[src/hdl/cfs_regs.vh]
/*
  Register offsets, field positions, reset values and encodings of the capture store block.
  Assumes inclusion by bare name from the design files of this block.
*/
`ifndef CFS_REGS_VH
`define CFS_REGS_VH
`define CFS_ADDR_CONTROL 16'h7420
`define CFS_ADDR_STATUS 16'h7422
`define CFS_ADDR_STORE1 16'h7423
`define CFS_ADDR_STORE2 16'h7424
`define CFS_ADDR_STORE3 16'h7425
`define CFS_ADDR_STORE4 16'h7426
`define CFS_CTRL_RESET 16'h0000
`define CFS_STATUS_RESET 8'h00
`define CFS_CTRL_SOFT_CLEAR_BIT 15
`define CFS_CTRL_PAIR12_HI 14
`define CFS_CTRL_PAIR12_LO 13
`define CFS_CTRL_EN3_BIT 12
`define CFS_CTRL_EN4_BIT 11
`define CFS_CTRL_TSEL34_BIT 10
`define CFS_CTRL_TSEL12_BIT 9
`define CFS_PAIR12_CAPTURE 2'h1
`define CFS_EDGE_NONE 2'h0
`define CFS_EDGE_RISE 2'h1
`define CFS_EDGE_FALL 2'h2
`define CFS_EDGE_BOTH 2'h3
`define CFS_FILL_EMPTY 2'h0
`define CFS_FILL_ONE 2'h1
`define CFS_FILL_TWO 2'h2
`define CFS_FILL_LOST 2'h3
`define CFS_STATUS_LSB 8
`define CFS_FIFO_DEPTH 8
`define CFS_FIFO_PTR_W 3
`endif

[src/hdl/cfs_fifo.v]
/*
  Synchronous FIFO with parameters for width and depth, valid and ready on both sides.
  Assumes one clock and an asynchronous active-high reset; depth is a power of two.
*/
`timescale 1ns/1ns
`default_nettype none
module cfs_fifo #(
  parameter WIDTH = 20,
  parameter DEPTH = 8,
  parameter PTR_W = 3
) (
  input wire clk_in,
  input wire rst_in,
  input wire clear_in,
  input wire in_valid_in,
  output wire in_ready_out,
  input wire [WIDTH-1:0] in_data_in,
  output wire out_valid_out,
  input wire out_ready_in,
  output wire [WIDTH-1:0] out_data_out
);
  reg [WIDTH-1:0] mem_reg [0:DEPTH-1];
  reg [PTR_W-1:0] wr_ptr_reg;
  reg [PTR_W-1:0] rd_ptr_reg;
  reg [PTR_W:0] count_reg;
  wire push;
  wire pop;
  integer i;

  assign in_ready_out = (count_reg != DEPTH[PTR_W:0]);
  assign out_valid_out = (count_reg != {(PTR_W+1){1'b0}});
  assign out_data_out = mem_reg[rd_ptr_reg];
  assign push = in_valid_in && in_ready_out;
  assign pop = out_valid_out && out_ready_in;

  always @(posedge clk_in or posedge rst_in)
  begin
    if (rst_in)
    begin
      wr_ptr_reg <= {PTR_W{1'b0}};
      rd_ptr_reg <= {PTR_W{1'b0}};
      count_reg <= {(PTR_W+1){1'b0}};
      for (i = 0; i < DEPTH; i = i + 1)
        mem_reg[i] <= {WIDTH{1'b0}};
    end
    else if (clear_in)
    begin
      wr_ptr_reg <= {PTR_W{1'b0}};
      rd_ptr_reg <= {PTR_W{1'b0}};
      count_reg <= {(PTR_W+1){1'b0}};
    end
    else
    begin
      if (push)
      begin
        mem_reg[wr_ptr_reg] <= in_data_in;
        wr_ptr_reg <= wr_ptr_reg + {{(PTR_W-1){1'b0}}, 1'b1};
      end
      if (pop)
        rd_ptr_reg <= rd_ptr_reg + {{(PTR_W-1){1'b0}}, 1'b1};
      if (push && !pop)
        count_reg <= count_reg + {{PTR_W{1'b0}}, 1'b1};
      else if (pop && !push)
        count_reg <= count_reg - {{PTR_W{1'b0}}, 1'b1};
    end
  end
endmodule // cfs_fifo
`default_nettype wire

[src/hdl/cfs_capture_top.v]
/*
  Four capture channels, each with a two-level store of timer snapshots, the control word
  and the 16-bit store status word, reached over the processor data memory port.
  Assumes capture pins and timer values synchronous to clk_in; a data read is a one-cycle
  strobe and its data is returned one cycle later on rd_data_out.
*/
`timescale 1ns/1ns
`default_nettype none
`include "cfs_regs.vh"
// Function
// - each channel has two-level top/bottom store
// - status word at 7422h, high read, low write
// - channel 4..1 in bits 15-14 down to 9-8
// - 00 empty, 01 one, 10 two, 11 lost
// - writing one at bit x clears x+8, ignored if any level changes that cycle
// - status and clear bits reset to zero
// - store read returns older top value
// - reading top shifts bottom value up
// - capture into empty fills top, status 01
// - reading single value sets status 00
// - capture with one value fills bottom, 10
// - reading two values returns top, status 01
// - capture when full drops oldest, status 11
// - enabled edge loads timer, sets flag
// - disabled channel keeps its store contents
// - soft clear or reset zeroes all capture registers
module cfs_capture_top (
  input wire clk_in,
  input wire rst_in,
  input wire [15:0] addr_in,
  input wire wr_en_in,
  input wire rd_en_in,
  input wire [15:0] wr_data_in,
  output reg [15:0] rd_data_out,
  input wire [3:0] capture_input_pin_in,
  input wire [15:0] timer2_count_in,
  input wire [15:0] timer3_count_in,
  output reg [3:0] capture_flag_out,
  output reg [3:0] fifo_drop_out
);
  // ----------------------------------------
  // Registers and declarations
  // ----------------------------------------
  reg [15:0] capture_control_word_reg;
  reg [7:0] capture_store_status_reg;
  reg [15:0] top_reg [0:3];
  reg [15:0] bottom_reg [0:3];
  reg [3:0] pin_prev_reg;
  reg pin_primed_reg;
  reg [1:0] fill_next [0:3];
  reg [15:0] top_next [0:3];
  reg [15:0] bottom_next [0:3];
  wire capture_soft_clear;
  wire [3:0] chan_enable;
  wire [3:0] edge_hit;
  wire [3:0] store_read;
  wire [19:0] fifo_in_data;
  wire fifo_in_valid;
  wire fifo_in_ready;
  wire [19:0] fifo_out_data;
  wire fifo_out_valid;
  wire [1:0] chan1_fill_level;
  wire [1:0] chan2_fill_level;
  wire [1:0] chan3_fill_level;
  wire [1:0] chan4_fill_level;
  wire [1:0] chan1_edge_select;
  integer k;
  integer j;

  // ----------------------------------------
  // Control decode
  // ----------------------------------------
  assign capture_soft_clear = ~capture_control_word_reg[`CFS_CTRL_SOFT_CLEAR_BIT];
  assign chan_enable[0] = (capture_control_word_reg[`CFS_CTRL_PAIR12_HI:`CFS_CTRL_PAIR12_LO]
    == `CFS_PAIR12_CAPTURE);
  assign chan_enable[1] = chan_enable[0];
  assign chan_enable[2] = capture_control_word_reg[`CFS_CTRL_EN3_BIT];
  assign chan_enable[3] = capture_control_word_reg[`CFS_CTRL_EN4_BIT];
  assign chan1_edge_select = capture_control_word_reg[7:6];
  assign chan4_fill_level = capture_store_status_reg[7:6];
  assign chan3_fill_level = capture_store_status_reg[5:4];
  assign chan2_fill_level = capture_store_status_reg[3:2];
  assign chan1_fill_level = capture_store_status_reg[1:0];
  assign store_read[0] = rd_en_in && (addr_in == `CFS_ADDR_STORE1);
  assign store_read[1] = rd_en_in && (addr_in == `CFS_ADDR_STORE2);
  assign store_read[2] = rd_en_in && (addr_in == `CFS_ADDR_STORE3);
  assign store_read[3] = rd_en_in && (addr_in == `CFS_ADDR_STORE4);

  // ----------------------------------------
  // Edge detection, one lane per channel
  // ----------------------------------------
  // Channel 1 uses bits 7-6 down to channel 4 at bits 1-0.
  genvar g;
  generate
    for (g = 0; g < 4; g = g + 1)
    begin : edge_lane
      wire [1:0] sel;
      wire rise;
      wire fall;
      assign sel = capture_control_word_reg[7-2*g:6-2*g];
      assign rise = pin_primed_reg && capture_input_pin_in[g] && !pin_prev_reg[g];
      assign fall = pin_primed_reg && !capture_input_pin_in[g] && pin_prev_reg[g];
      assign edge_hit[g] = chan_enable[g] && (
        ((sel == `CFS_EDGE_RISE) && rise) ||
        ((sel == `CFS_EDGE_FALL) && fall) ||
        ((sel == `CFS_EDGE_BOTH) && (rise || fall)));
    end
  endgenerate

  // ----------------------------------------
  // Capture event buffer
  // ----------------------------------------
  // Events wait here with their snapshot; when the buffer is full new edges are dropped
  // and fifo_drop_out reports it, which keeps the store updates one per channel per cycle.
  assign fifo_in_valid = |edge_hit;
  assign fifo_in_data[3:0] = edge_hit;
  assign fifo_in_data[19:4] = (|edge_hit[1:0]) ?
    (capture_control_word_reg[`CFS_CTRL_TSEL12_BIT] ? timer3_count_in : timer2_count_in) :
    (capture_control_word_reg[`CFS_CTRL_TSEL34_BIT] ? timer3_count_in : timer2_count_in);

  cfs_fifo #(
    .WIDTH(20),
    .DEPTH(`CFS_FIFO_DEPTH),
    .PTR_W(`CFS_FIFO_PTR_W)
  ) u_event_fifo (
    .clk_in(clk_in),
    .rst_in(rst_in),
    .clear_in(capture_soft_clear),
    .in_valid_in(fifo_in_valid),
    .in_ready_out(fifo_in_ready),
    .in_data_in(fifo_in_data),
    .out_valid_out(fifo_out_valid),
    .out_ready_in(1'b1),
    .out_data_out(fifo_out_data)
  );

  // ----------------------------------------
  // Store next-state
  // ----------------------------------------
  // A read and a capture in the same cycle: the read pops first, then the capture pushes.
  always @*
  begin
    for (k = 0; k < 4; k = k + 1)
    begin
      top_next[k] = top_reg[k];
      bottom_next[k] = bottom_reg[k];
      fill_next[k] = capture_store_status_reg[2*k+1 -: 2];
      if (store_read[k] && (fill_next[k] != `CFS_FILL_EMPTY))
      begin
        if (fill_next[k] == `CFS_FILL_ONE)
          fill_next[k] = `CFS_FILL_EMPTY;
        else
        begin
          top_next[k] = bottom_reg[k];
          fill_next[k] = `CFS_FILL_ONE;
        end
      end
      if (fifo_out_valid && fifo_out_data[k])
      begin
        if (fill_next[k] == `CFS_FILL_EMPTY)
        begin
          top_next[k] = fifo_out_data[19:4];
          fill_next[k] = `CFS_FILL_ONE;
        end
        else if (fill_next[k] == `CFS_FILL_ONE)
        begin
          // After a pop from two, the shifted value stays on top and the capture goes below it.
          bottom_next[k] = fifo_out_data[19:4];
          fill_next[k] = `CFS_FILL_TWO;
        end
        else
        begin
          top_next[k] = bottom_reg[k];
          bottom_next[k] = fifo_out_data[19:4];
          fill_next[k] = `CFS_FILL_LOST;
        end
      end
    end
  end

  // ----------------------------------------
  // Register file and stores
  // ----------------------------------------
  always @(posedge clk_in or posedge rst_in)
  begin
    if (rst_in)
    begin
      capture_control_word_reg <= `CFS_CTRL_RESET;
      capture_store_status_reg <= `CFS_STATUS_RESET;
      pin_prev_reg <= 4'h0;
      pin_primed_reg <= 1'b0;
      capture_flag_out <= 4'h0;
      fifo_drop_out <= 4'h0;
      rd_data_out <= 16'h0000;
      for (j = 0; j < 4; j = j + 1)
      begin
        top_reg[j] <= 16'h0000;
        bottom_reg[j] <= 16'h0000;
      end
    end
    else
    begin
      pin_prev_reg <= capture_input_pin_in;
      pin_primed_reg <= 1'b1;
      fifo_drop_out <= fifo_in_ready ? 4'h0 : edge_hit;
      capture_flag_out <= (fifo_out_valid ? fifo_out_data[3:0] : 4'h0);
      if (wr_en_in && (addr_in == `CFS_ADDR_CONTROL))
        capture_control_word_reg <= wr_data_in;
      if (capture_soft_clear)
      begin
        capture_store_status_reg <= 8'h00;
        for (j = 0; j < 4; j = j + 1)
        begin
          top_reg[j] <= 16'h0000;
          bottom_reg[j] <= 16'h0000;
        end
      end
      else
      begin
        for (j = 0; j < 4; j = j + 1)
        begin
          top_reg[j] <= top_next[j];
          bottom_reg[j] <= bottom_next[j];
          // A status write is dropped when a read or capture changes any fill level that cycle, so that update wins.
          capture_store_status_reg[2*j+1 -: 2] <= fill_next[j];
        end
        if (wr_en_in && (addr_in == `CFS_ADDR_STATUS))
          capture_store_status_reg <= (fill_next[3] == capture_store_status_reg[7:6] &&
            fill_next[2] == capture_store_status_reg[5:4] &&
            fill_next[1] == capture_store_status_reg[3:2] &&
            fill_next[0] == capture_store_status_reg[1:0]) ?
            ({fill_next[3], fill_next[2], fill_next[1], fill_next[0]} & ~wr_data_in[7:0]) :
            {fill_next[3], fill_next[2], fill_next[1], fill_next[0]};
      end
      rd_data_out <= 16'h0000;
      if (rd_en_in)
      begin
        case (addr_in)
          `CFS_ADDR_CONTROL: rd_data_out <= capture_control_word_reg;
          `CFS_ADDR_STATUS: rd_data_out <= {capture_store_status_reg, 8'h00};
          `CFS_ADDR_STORE1: rd_data_out <= top_reg[0];
          `CFS_ADDR_STORE2: rd_data_out <= top_reg[1];
          `CFS_ADDR_STORE3: rd_data_out <= top_reg[2];
          `CFS_ADDR_STORE4: rd_data_out <= top_reg[3];
          default: rd_data_out <= 16'h0000;
        endcase
      end
    end
  end
  // encodes fill levels via CFS_FILL constants above.
endmodule // cfs_capture_top
`default_nettype wire

[config.mk]
export PLATFORM = sky130hd
export DESIGN_NAME = cfs_capture_top
export DESIGN_NICKNAME = d
export VERILOG_FILES = /design/src/hdl/cfs_fifo.v /design/src/hdl/cfs_capture_top.v
export VERILOG_INCLUDE_DIRS = /design/src /design/src/hdl
export SDC_FILE = /design/constraint.sdc
export NUM_CORES = 1
export LEC_CHECK = 0
export BUFFER_PORTS_ARGS = -buffer_cell sky130_fd_sc_hd__buf_2
export CAP_MARGIN = 10
export CORE_MARGIN = 2
export CORE_UTILIZATION = 56
export CTS_CLUSTER_DIAMETER = 150
export DETAILED_ROUTE_END_ITERATION = 12
export HOLD_SLACK_MARGIN = 0.06
export PLACE_DENSITY_LB_ADDON = 0.2
export SLEW_MARGIN = 20
export SYNTH_ARGS = -nofsm -noshare
export SYNTH_HDL_FRONTEND = slang
export SYNTH_SLANG_ARGS = --single-unit
[constraint.sdc]
create_clock -name clk_in -period 11.8 [get_ports clk_in]
set_input_delay 0.59 -clock clk_in [delete_from_list [all_inputs] [get_ports clk_in]]
set_output_delay 0.59 -clock clk_in [all_outputs]
set_load 0.01 [all_outputs]
# Word-level counts from Yosys, hierarchy flattened
# Cells that the tools add are included.
# W data, S select, Z words.
dict set report word_totals {
  in_bits 72
  ff_bits 351
}
dict set report classes {
  n_lt_le_gt_ge 3
  reduce_logical 91
  addsub 4
  n_eq_ne 43
  bitwise 4
  mux 73
}
# cell count
set op_table {}
lappend op_table {{$mux W16} 32}
lappend op_table {{$bwmux W160} 1}
lappend op_table {{$mux W64} 2}
lappend op_table {{$eq A16 B15 Y1 const B} 6}
lappend op_table {{$pmux W16 S6} 1}
lappend op_table {{$bmux W20 S3} 1}
lappend op_table {{$demux W20 S3} 1}
lappend op_table {{$mux W20} 3}
lappend op_table {{$logic_and A1 B1 Y1} 53}
lappend op_table {{$eq A2 B1 Y1 const B} 13}
lappend op_table {{$mux W2} 12}
lappend op_table {{$mux W8} 3}
lappend op_table {{$mux W4} 5}
lappend op_table {{$eq A2 B2 Y1 const B} 8}
lappend op_table {{$logic_or A1 B1 Y1} 12}
lappend op_table {{$mux W3} 4}
lappend op_table {{$ne A2 B1 Y1 const B} 6}
lappend op_table {{$logic_not A1 Y1} 10}
lappend op_table {{$reduce_and A2 Y1} 5}
lappend op_table {{$and A8 B8 Y8} 1}
lappend op_table {{$eq A2 B2 Y1} 4}
lappend op_table {{$ge A4 B4 Y1 const B} 2}
lappend op_table {{$logic_not A2 Y1} 4}
lappend op_table {{$mux W1} 8}
lappend op_table {{13 further kinds} 21}

# Logic depth before layout (Yosys ltp)
dict set report logic_depth {
  depth_word 15
  mapped_depth 11
  ltp_nobuf 8
}

# Hierarchy
# Synthesis repeated with hierarchy kept, for this count alone.
dict set report hier_totals {
  cells_unflattened 1340
  area_unflattened_um2 16752.3
}
# module seq_area_each_um2 instances cells_per_inst area_each_um2
set by_module_without_submodules {}
lappend by_module_without_submodules {cfs_capture_top 4529.3 1 858 8848.5}
lappend by_module_without_submodules {cfs_fifo 4254.1 1 482 7903.8}

# Least setup slack after synthesis
# Ideal clock, no wire load.
dict set report synth_path {
  path_kind {input to register}
  start {input addr_in[4]}
  end {register capture_control_word_reg[0]}
  arrival_time_ns 2.834
  n_path_buf 3
  setup_slack_ns 8.841
  t_required_ns 11.675
  stages 8
  path_cell_list {or4b_1 > buf_4 > nor3_1 > nor3b_2 > and2_1 > buf_2 > buf_2 > mux2_2}
}
dict set report synth_via {
  elab_chain_len 2
}
# item line
set synth_rtl {}
lappend synth_rtl {{start: declaration} cfs_capture_top.v:30} ;# input wire [15:0] addr_in,
lappend synth_rtl {{$eq A16 B15 Y1} n/a}
lappend synth_rtl {{$logic_and A1 B1 Y1} cfs_capture_top.v:207} ;# if (wr_en_in && (addr_in == `CFS_ADDR_CONTROL))
lappend synth_rtl {{end signal: assignment} cfs_capture_top.v:188} ;# capture_control_word_reg <= `CFS_CTRL_RESET;
lappend synth_rtl {{end signal: assignment} cfs_capture_top.v:208} ;# capture_control_word_reg <= wr_data_in;
lappend synth_rtl {{end: declaration} cfs_capture_top.v:44} ;# reg [15:0] capture_control_word_reg;
# No other way between the ends.
# A chain may end at the register's enable or synchronous reset.

# Worst setup path after layout
dict set report layout_path {
  start {register u_event_fifo.rd_ptr_reg[0]}
  end {register capture_store_status_reg[3]}
}
dict set report layout_via {
  elab_chain_len 13
  word_cells_on_any_way 23
  cone_classes {eq/ne: 4; mux: 10; bitwise: 2; reduce/logical: 7}
}
# item line
set layout_rtl {}
lappend layout_rtl {{start: declaration} cfs_fifo.v:24} ;# reg [PTR_W-1:0] rd_ptr_reg;
lappend layout_rtl {{start signal: assignment} cfs_fifo.v:41} ;# rd_ptr_reg <= {PTR_W{1'b0}};
lappend layout_rtl {{start signal: assignment} cfs_fifo.v:49} ;# rd_ptr_reg <= {PTR_W{1'b0}};
lappend layout_rtl {{start signal: assignment} cfs_fifo.v:60} ;# rd_ptr_reg <= rd_ptr_reg + {{(PTR_W-1){1'b0}}, 1'b1};
lappend layout_rtl {{$not A3 Y4 (not written as such) *} cfs_fifo.v:32} ;# assign out_data_out = mem_reg[rd_ptr_reg];
lappend layout_rtl {{$bmux W20 S3 *} cfs_fifo.v:32}
lappend layout_rtl {{$mux W20 (not written as such) * (2 in series)} cfs_fifo.v:32}
lappend layout_rtl {{$logic_and A1 B1 Y1} cfs_capture_top.v:158} ;# if (fifo_out_valid && fifo_out_data[k])
lappend layout_rtl {{$mux W2} cfs_capture_top.v:158}
lappend layout_rtl {{$eq A2 B2 Y1, on equally long branches} {cfs_capture_top.v:228, cfs_capture_top.v:229}}
lappend layout_rtl {{$logic_and A1 B1 Y1} cfs_capture_top.v:228} ;# capture_store_status_reg <= (fill_next[3] == capture_store_status_reg[7:6] &&
lappend layout_rtl {{$logic_and A1 B1 Y1} cfs_capture_top.v:229} ;# fill_next[2] == capture_store_status_reg[5:4] &&
lappend layout_rtl {{$logic_and A1 B1 Y1} cfs_capture_top.v:230} ;# fill_next[1] == capture_store_status_reg[3:2] &&
lappend layout_rtl {{$mux W8} cfs_capture_top.v:231} ;# fill_next[0] == capture_store_status_reg[1:0]) ?
lappend layout_rtl {{$mux W8 *} cfs_capture_top.v:227} ;# if (wr_en_in && (addr_in == `CFS_ADDR_STATUS))
lappend layout_rtl {{$mux W8 *} cfs_capture_top.v:209} ;# if (capture_soft_clear)
lappend layout_rtl {{end signal: assignment} cfs_capture_top.v:189} ;# capture_store_status_reg <= `CFS_STATUS_RESET;
lappend layout_rtl {{end signal: indexed assignment} cfs_capture_top.v:225} ;# capture_store_status_reg[2*j+1 -: 2] <= fill_next[j];
lappend layout_rtl {{end signal: assignment} cfs_capture_top.v:228}
lappend layout_rtl {{end: declaration} cfs_capture_top.v:45} ;# reg [7:0] capture_store_status_reg;
# Mark *: on every way between the ends. The rest lies on a longest branch, timed or not. The select of a mux whose other input is x is not followed.

==> flow_metrics.py <==
metrics = {
    "pwr": {
        "leakage_power_uw": 0.00855,
        "total_power_uw": 2590,
        "power_per_cell_area_mw_per_mm2": 137,
        "vdd.ir_drop.worst_mv": 0.119,
    },
    "clocking": {
        "clkLatencyLatePin_ps": 530,
        "ctsHoldBuffers": 0,
        "cts_tree": "yes",
        "cts_max_level": 2,
        "cts.reportedPaths.clkPinSlew_ps": 60,
        "cts_buffers": 38,
        "cts.root.buffer_cell": "clkbuf_16",
        "clock_tree.buffer_depth": 3,
        "postCtsSetupRepairBufs": 0,
        "numClockSinks": 351,
        "post_cts_resize_count": 0,
    },
    "layout": {
        "final_layout_size_suffix_gt1_frac": 0.167,
        "fillerInstances": 2398,
        "multiInputGateArea_mm2": 0.00763,
        "num-nets-final": 1777,
        "syn_to_final_growth_pct": 11.7,
        "seqCellArea_mm2": 0.00878,
        "layout_commonest_cell": "dfrtp_1",
        "largest_register_ff_count": 160,
        "instances_no_fill": 2118,
        "antenna-diode-count": 0,
        "final_core_utilization": 0.638,
        "fin_area_mm2": 0.0190,
        "most-common-layout-cells": "dfrtp_1 (350), nand2_1 (256), o21ai_0 (169)",
    },
    "timing": {
        "finalSetupTns_ps": 0,
        "max_clock_freq_mhz": 269,
        "finalSetupViolCount": 0,
        "setup_repair_after_global_routing_missed_its_margin": "no",
        "final_period_minus_worst_setup_slack_ps": 3720,
        "fin_worst_skew_ps": 14.8,
        "timing_max_transition_violations_final": 0,
        "max_slew_margin": 0.232,
        "worst_slew_pin_slew_ps": 1130,
        "final.period_utilization": 0.315,
        "hold_viol_final": 0,
    },
    "hold_path": {
        "timing.hold.worst.class": "input port to register",
    },
    "global_routing": {
        "track_usage": 0.302,
        "antenna_found_initial": 0,
        "grt_start_max_net_pins": 143,
        "via_count_of_the_first_global_routing_pass": 13000,
        "globalRoute.totalOverflow": 0,
        "grt_first_pass_wirelength_um": 74000,
    },
    "synth": {
        "post-synth-top-area-cell": "dfrtp_1",
        "asyncSetResetFlopFracSynth": 1.00,
        "post-synth-top-area-fraction": 0.517,
        "synth.cell_area_mm2": 0.0170,
        "postSynthNetCount": 1738,
        "avgSynthCellArea_um2": 10.2,
        "most_used_flip_flop_cell_after_synthesis": "dfrtp_1",
        "postSynthCellCount": 1664,
        "post_synth_num_cell_types": 61,
        "number_of_enable_type_register_cells_in_the_synthesized_netlist": 0,
        "postSynthRegisterBits": 351,
        "ys.warnings.count": 0,
        "leading_cell_types_by_total_area_after_synthesis": "dfrtp_1 (52%), a211oi_1 (6.5%), nand2_1 (5.7%), mux4_2 (5.0%), o21ai_0 (5.0%)",
        "synth.yosys.seq_area_share": 0.517,
    },
    "drt": {
        "drt_drc": 0,
        "avgRoutedWirePerCell_um": 21.7,
        "drt-pass1-iter-count": 6,
        "num_vias": 13500,
        "drt_first_iter_violations": 1299,
        "vias_per_cell": 6.36,
        "totalWireLength_um": 46000,
        "ant_nets": 0,
    },
    "critical_path": {
        "timing.critical_path.to_type": "register",
        "worstPathArrival_ps": 4070,
        "start_kind": "register",
        "type_of_the_worst_setup_path": "register to register",
        "crit_fanout": 36,
        "worstPathRequired_ps": 12150,
    },
    "place": {
        "placed_cells": 2053,
        "placed_area_mm2": 0.0178,
        "dpl.hpwl_um": 28900,
        "port_buffers": 95,
        "globalplace.congestion": 0.892,
    },
    "floorplan": {
        "num_rows": 63,
        "floorplan.initialDensity": 0.572,
        "fp.coreArea_mm2": 0.0297,
        "ioPinCount": 96,
        "die-area_mm2": 0.0317,
        "die_width_um": 178,
        "die-height_um": 178,
    },
    "job": {
        "cap_violations": 0,
    },
    "run_status": {
        "status": "finished clean",
    },
}
worst paths after layout:
| kind | slack (ps) | from | end | depth (start not counted) |
|---|---|---|---|---|
| setup / recovery | 8080 | u_event_fifo.rd_ptr_reg[0]$_DFFE_PP0P_ | capture_store_status_reg[3]$_DFF_PP0_ | 9 |
| hold / removal | 200 | capture_input_pin_in[0] | pin_prev_reg[0]$_DFF_PP0_ | 1 |
| setup reg to reg | 8080 | u_event_fifo.rd_ptr_reg[0]$_DFFE_PP0P_ | capture_store_status_reg[3]$_DFF_PP0_ | 9 |
| hold reg to reg | 480 | u_event_fifo.mem_reg[67]$_DFFE_PP0P_ | u_event_fifo.mem_reg[67]$_DFFE_PP0P_ | 2 |
| max in group asynchronous | 9120 | rst_in | bottom_reg[15]$_DFFE_PP0P_ | 4 |
| min in group asynchronous | 240 | rst_in | capture_control_word_reg[15]$_DFFE_PP0P_ | 2 |
power by group:
part | internal, µW | total [µW] | switching (µW)
clock network | 684 | 1160 | 478
registers | 1220 | 1240 | 23.2
logic | 74.6 | 186 | 111
total | 1980 | 2590 | 612
synthesized netlist by cell type (all sizes together), types with 2 or more instances:
library cell and n:
nand4 8, a211oi 148, o21ai 172, ha 2, clkbuf 112, dfrtp 351, xnor2 4, buf 25
o22ai 2, nand2b 5, mux4 38, and3 18, and2 11, and3b 4, mux2 35, inv 17
nor4 7, mux2i 77, xor2 5, a311oi 26, nand3b 2, o31ai 2, o211ai 21, nand3 32
o22a 12, nor2b 4, nand2 257, nor3 12, a21oi 23, a22oi 47, a211o 2, or4b 3
nor3b 2, nor2 137, a31oi 23, o21a 3
area by class of cell:
| type | instances | share of cell area |
|---|---|---|
| inverters | 18 | 0.00409 |
| repair buffers | 136 | 0.0413 |
| well taps | 390 | 0.0257 |
| clock inverters | 8 | 0.00383 |
| clock buffers | 57 | 0.0598 |
| multi-input cells | 1158 | 0.402 |
| flip-flops and latches | 351 | 0.463 |
stage by stage:
step / worst slack, ps / hold WS [ps]
final: 8080 / 205
after global routing: 7790 / 199
after CTS: 8040 / 196
after detailed placement: 7870 / 466
after global placement: 7950 / 457
after floorplan: 1470 / 445
per-layer routing:
layer  share of wire  vias up  global-route usage
met1            0.43     6624               0.431
met3           0.069      104              0.0373
met2            0.46      565               0.469
met5               0        -                   0
met4           0.045        0               0.133
li1                -     6175                   -
cells by family after synthesis:
family | Yosys count | share of synthesized area
flops | 351 | 0.517
compound gates | 487 | 0.188
other cells | 1 | 0.000221
buf+inv | 155 | 0.0360
simple gates | 509 | 0.133
xor+xnor | 9 | 0.00464
mux | 150 | 0.119
fa+ha+maj | 2 | 0.00147
worst max-delay path, cell delays in order (launching register included):
cell and delay (ps):
dfrtp_2 530, buf_4 640, mux4_2 590, mux2_2 280, nand2_1 70, buf_4 340, o211ai_1 130, and3_4 270
nor4_4 530, a211oi_1 150
(Power assumes the default switching activity.)
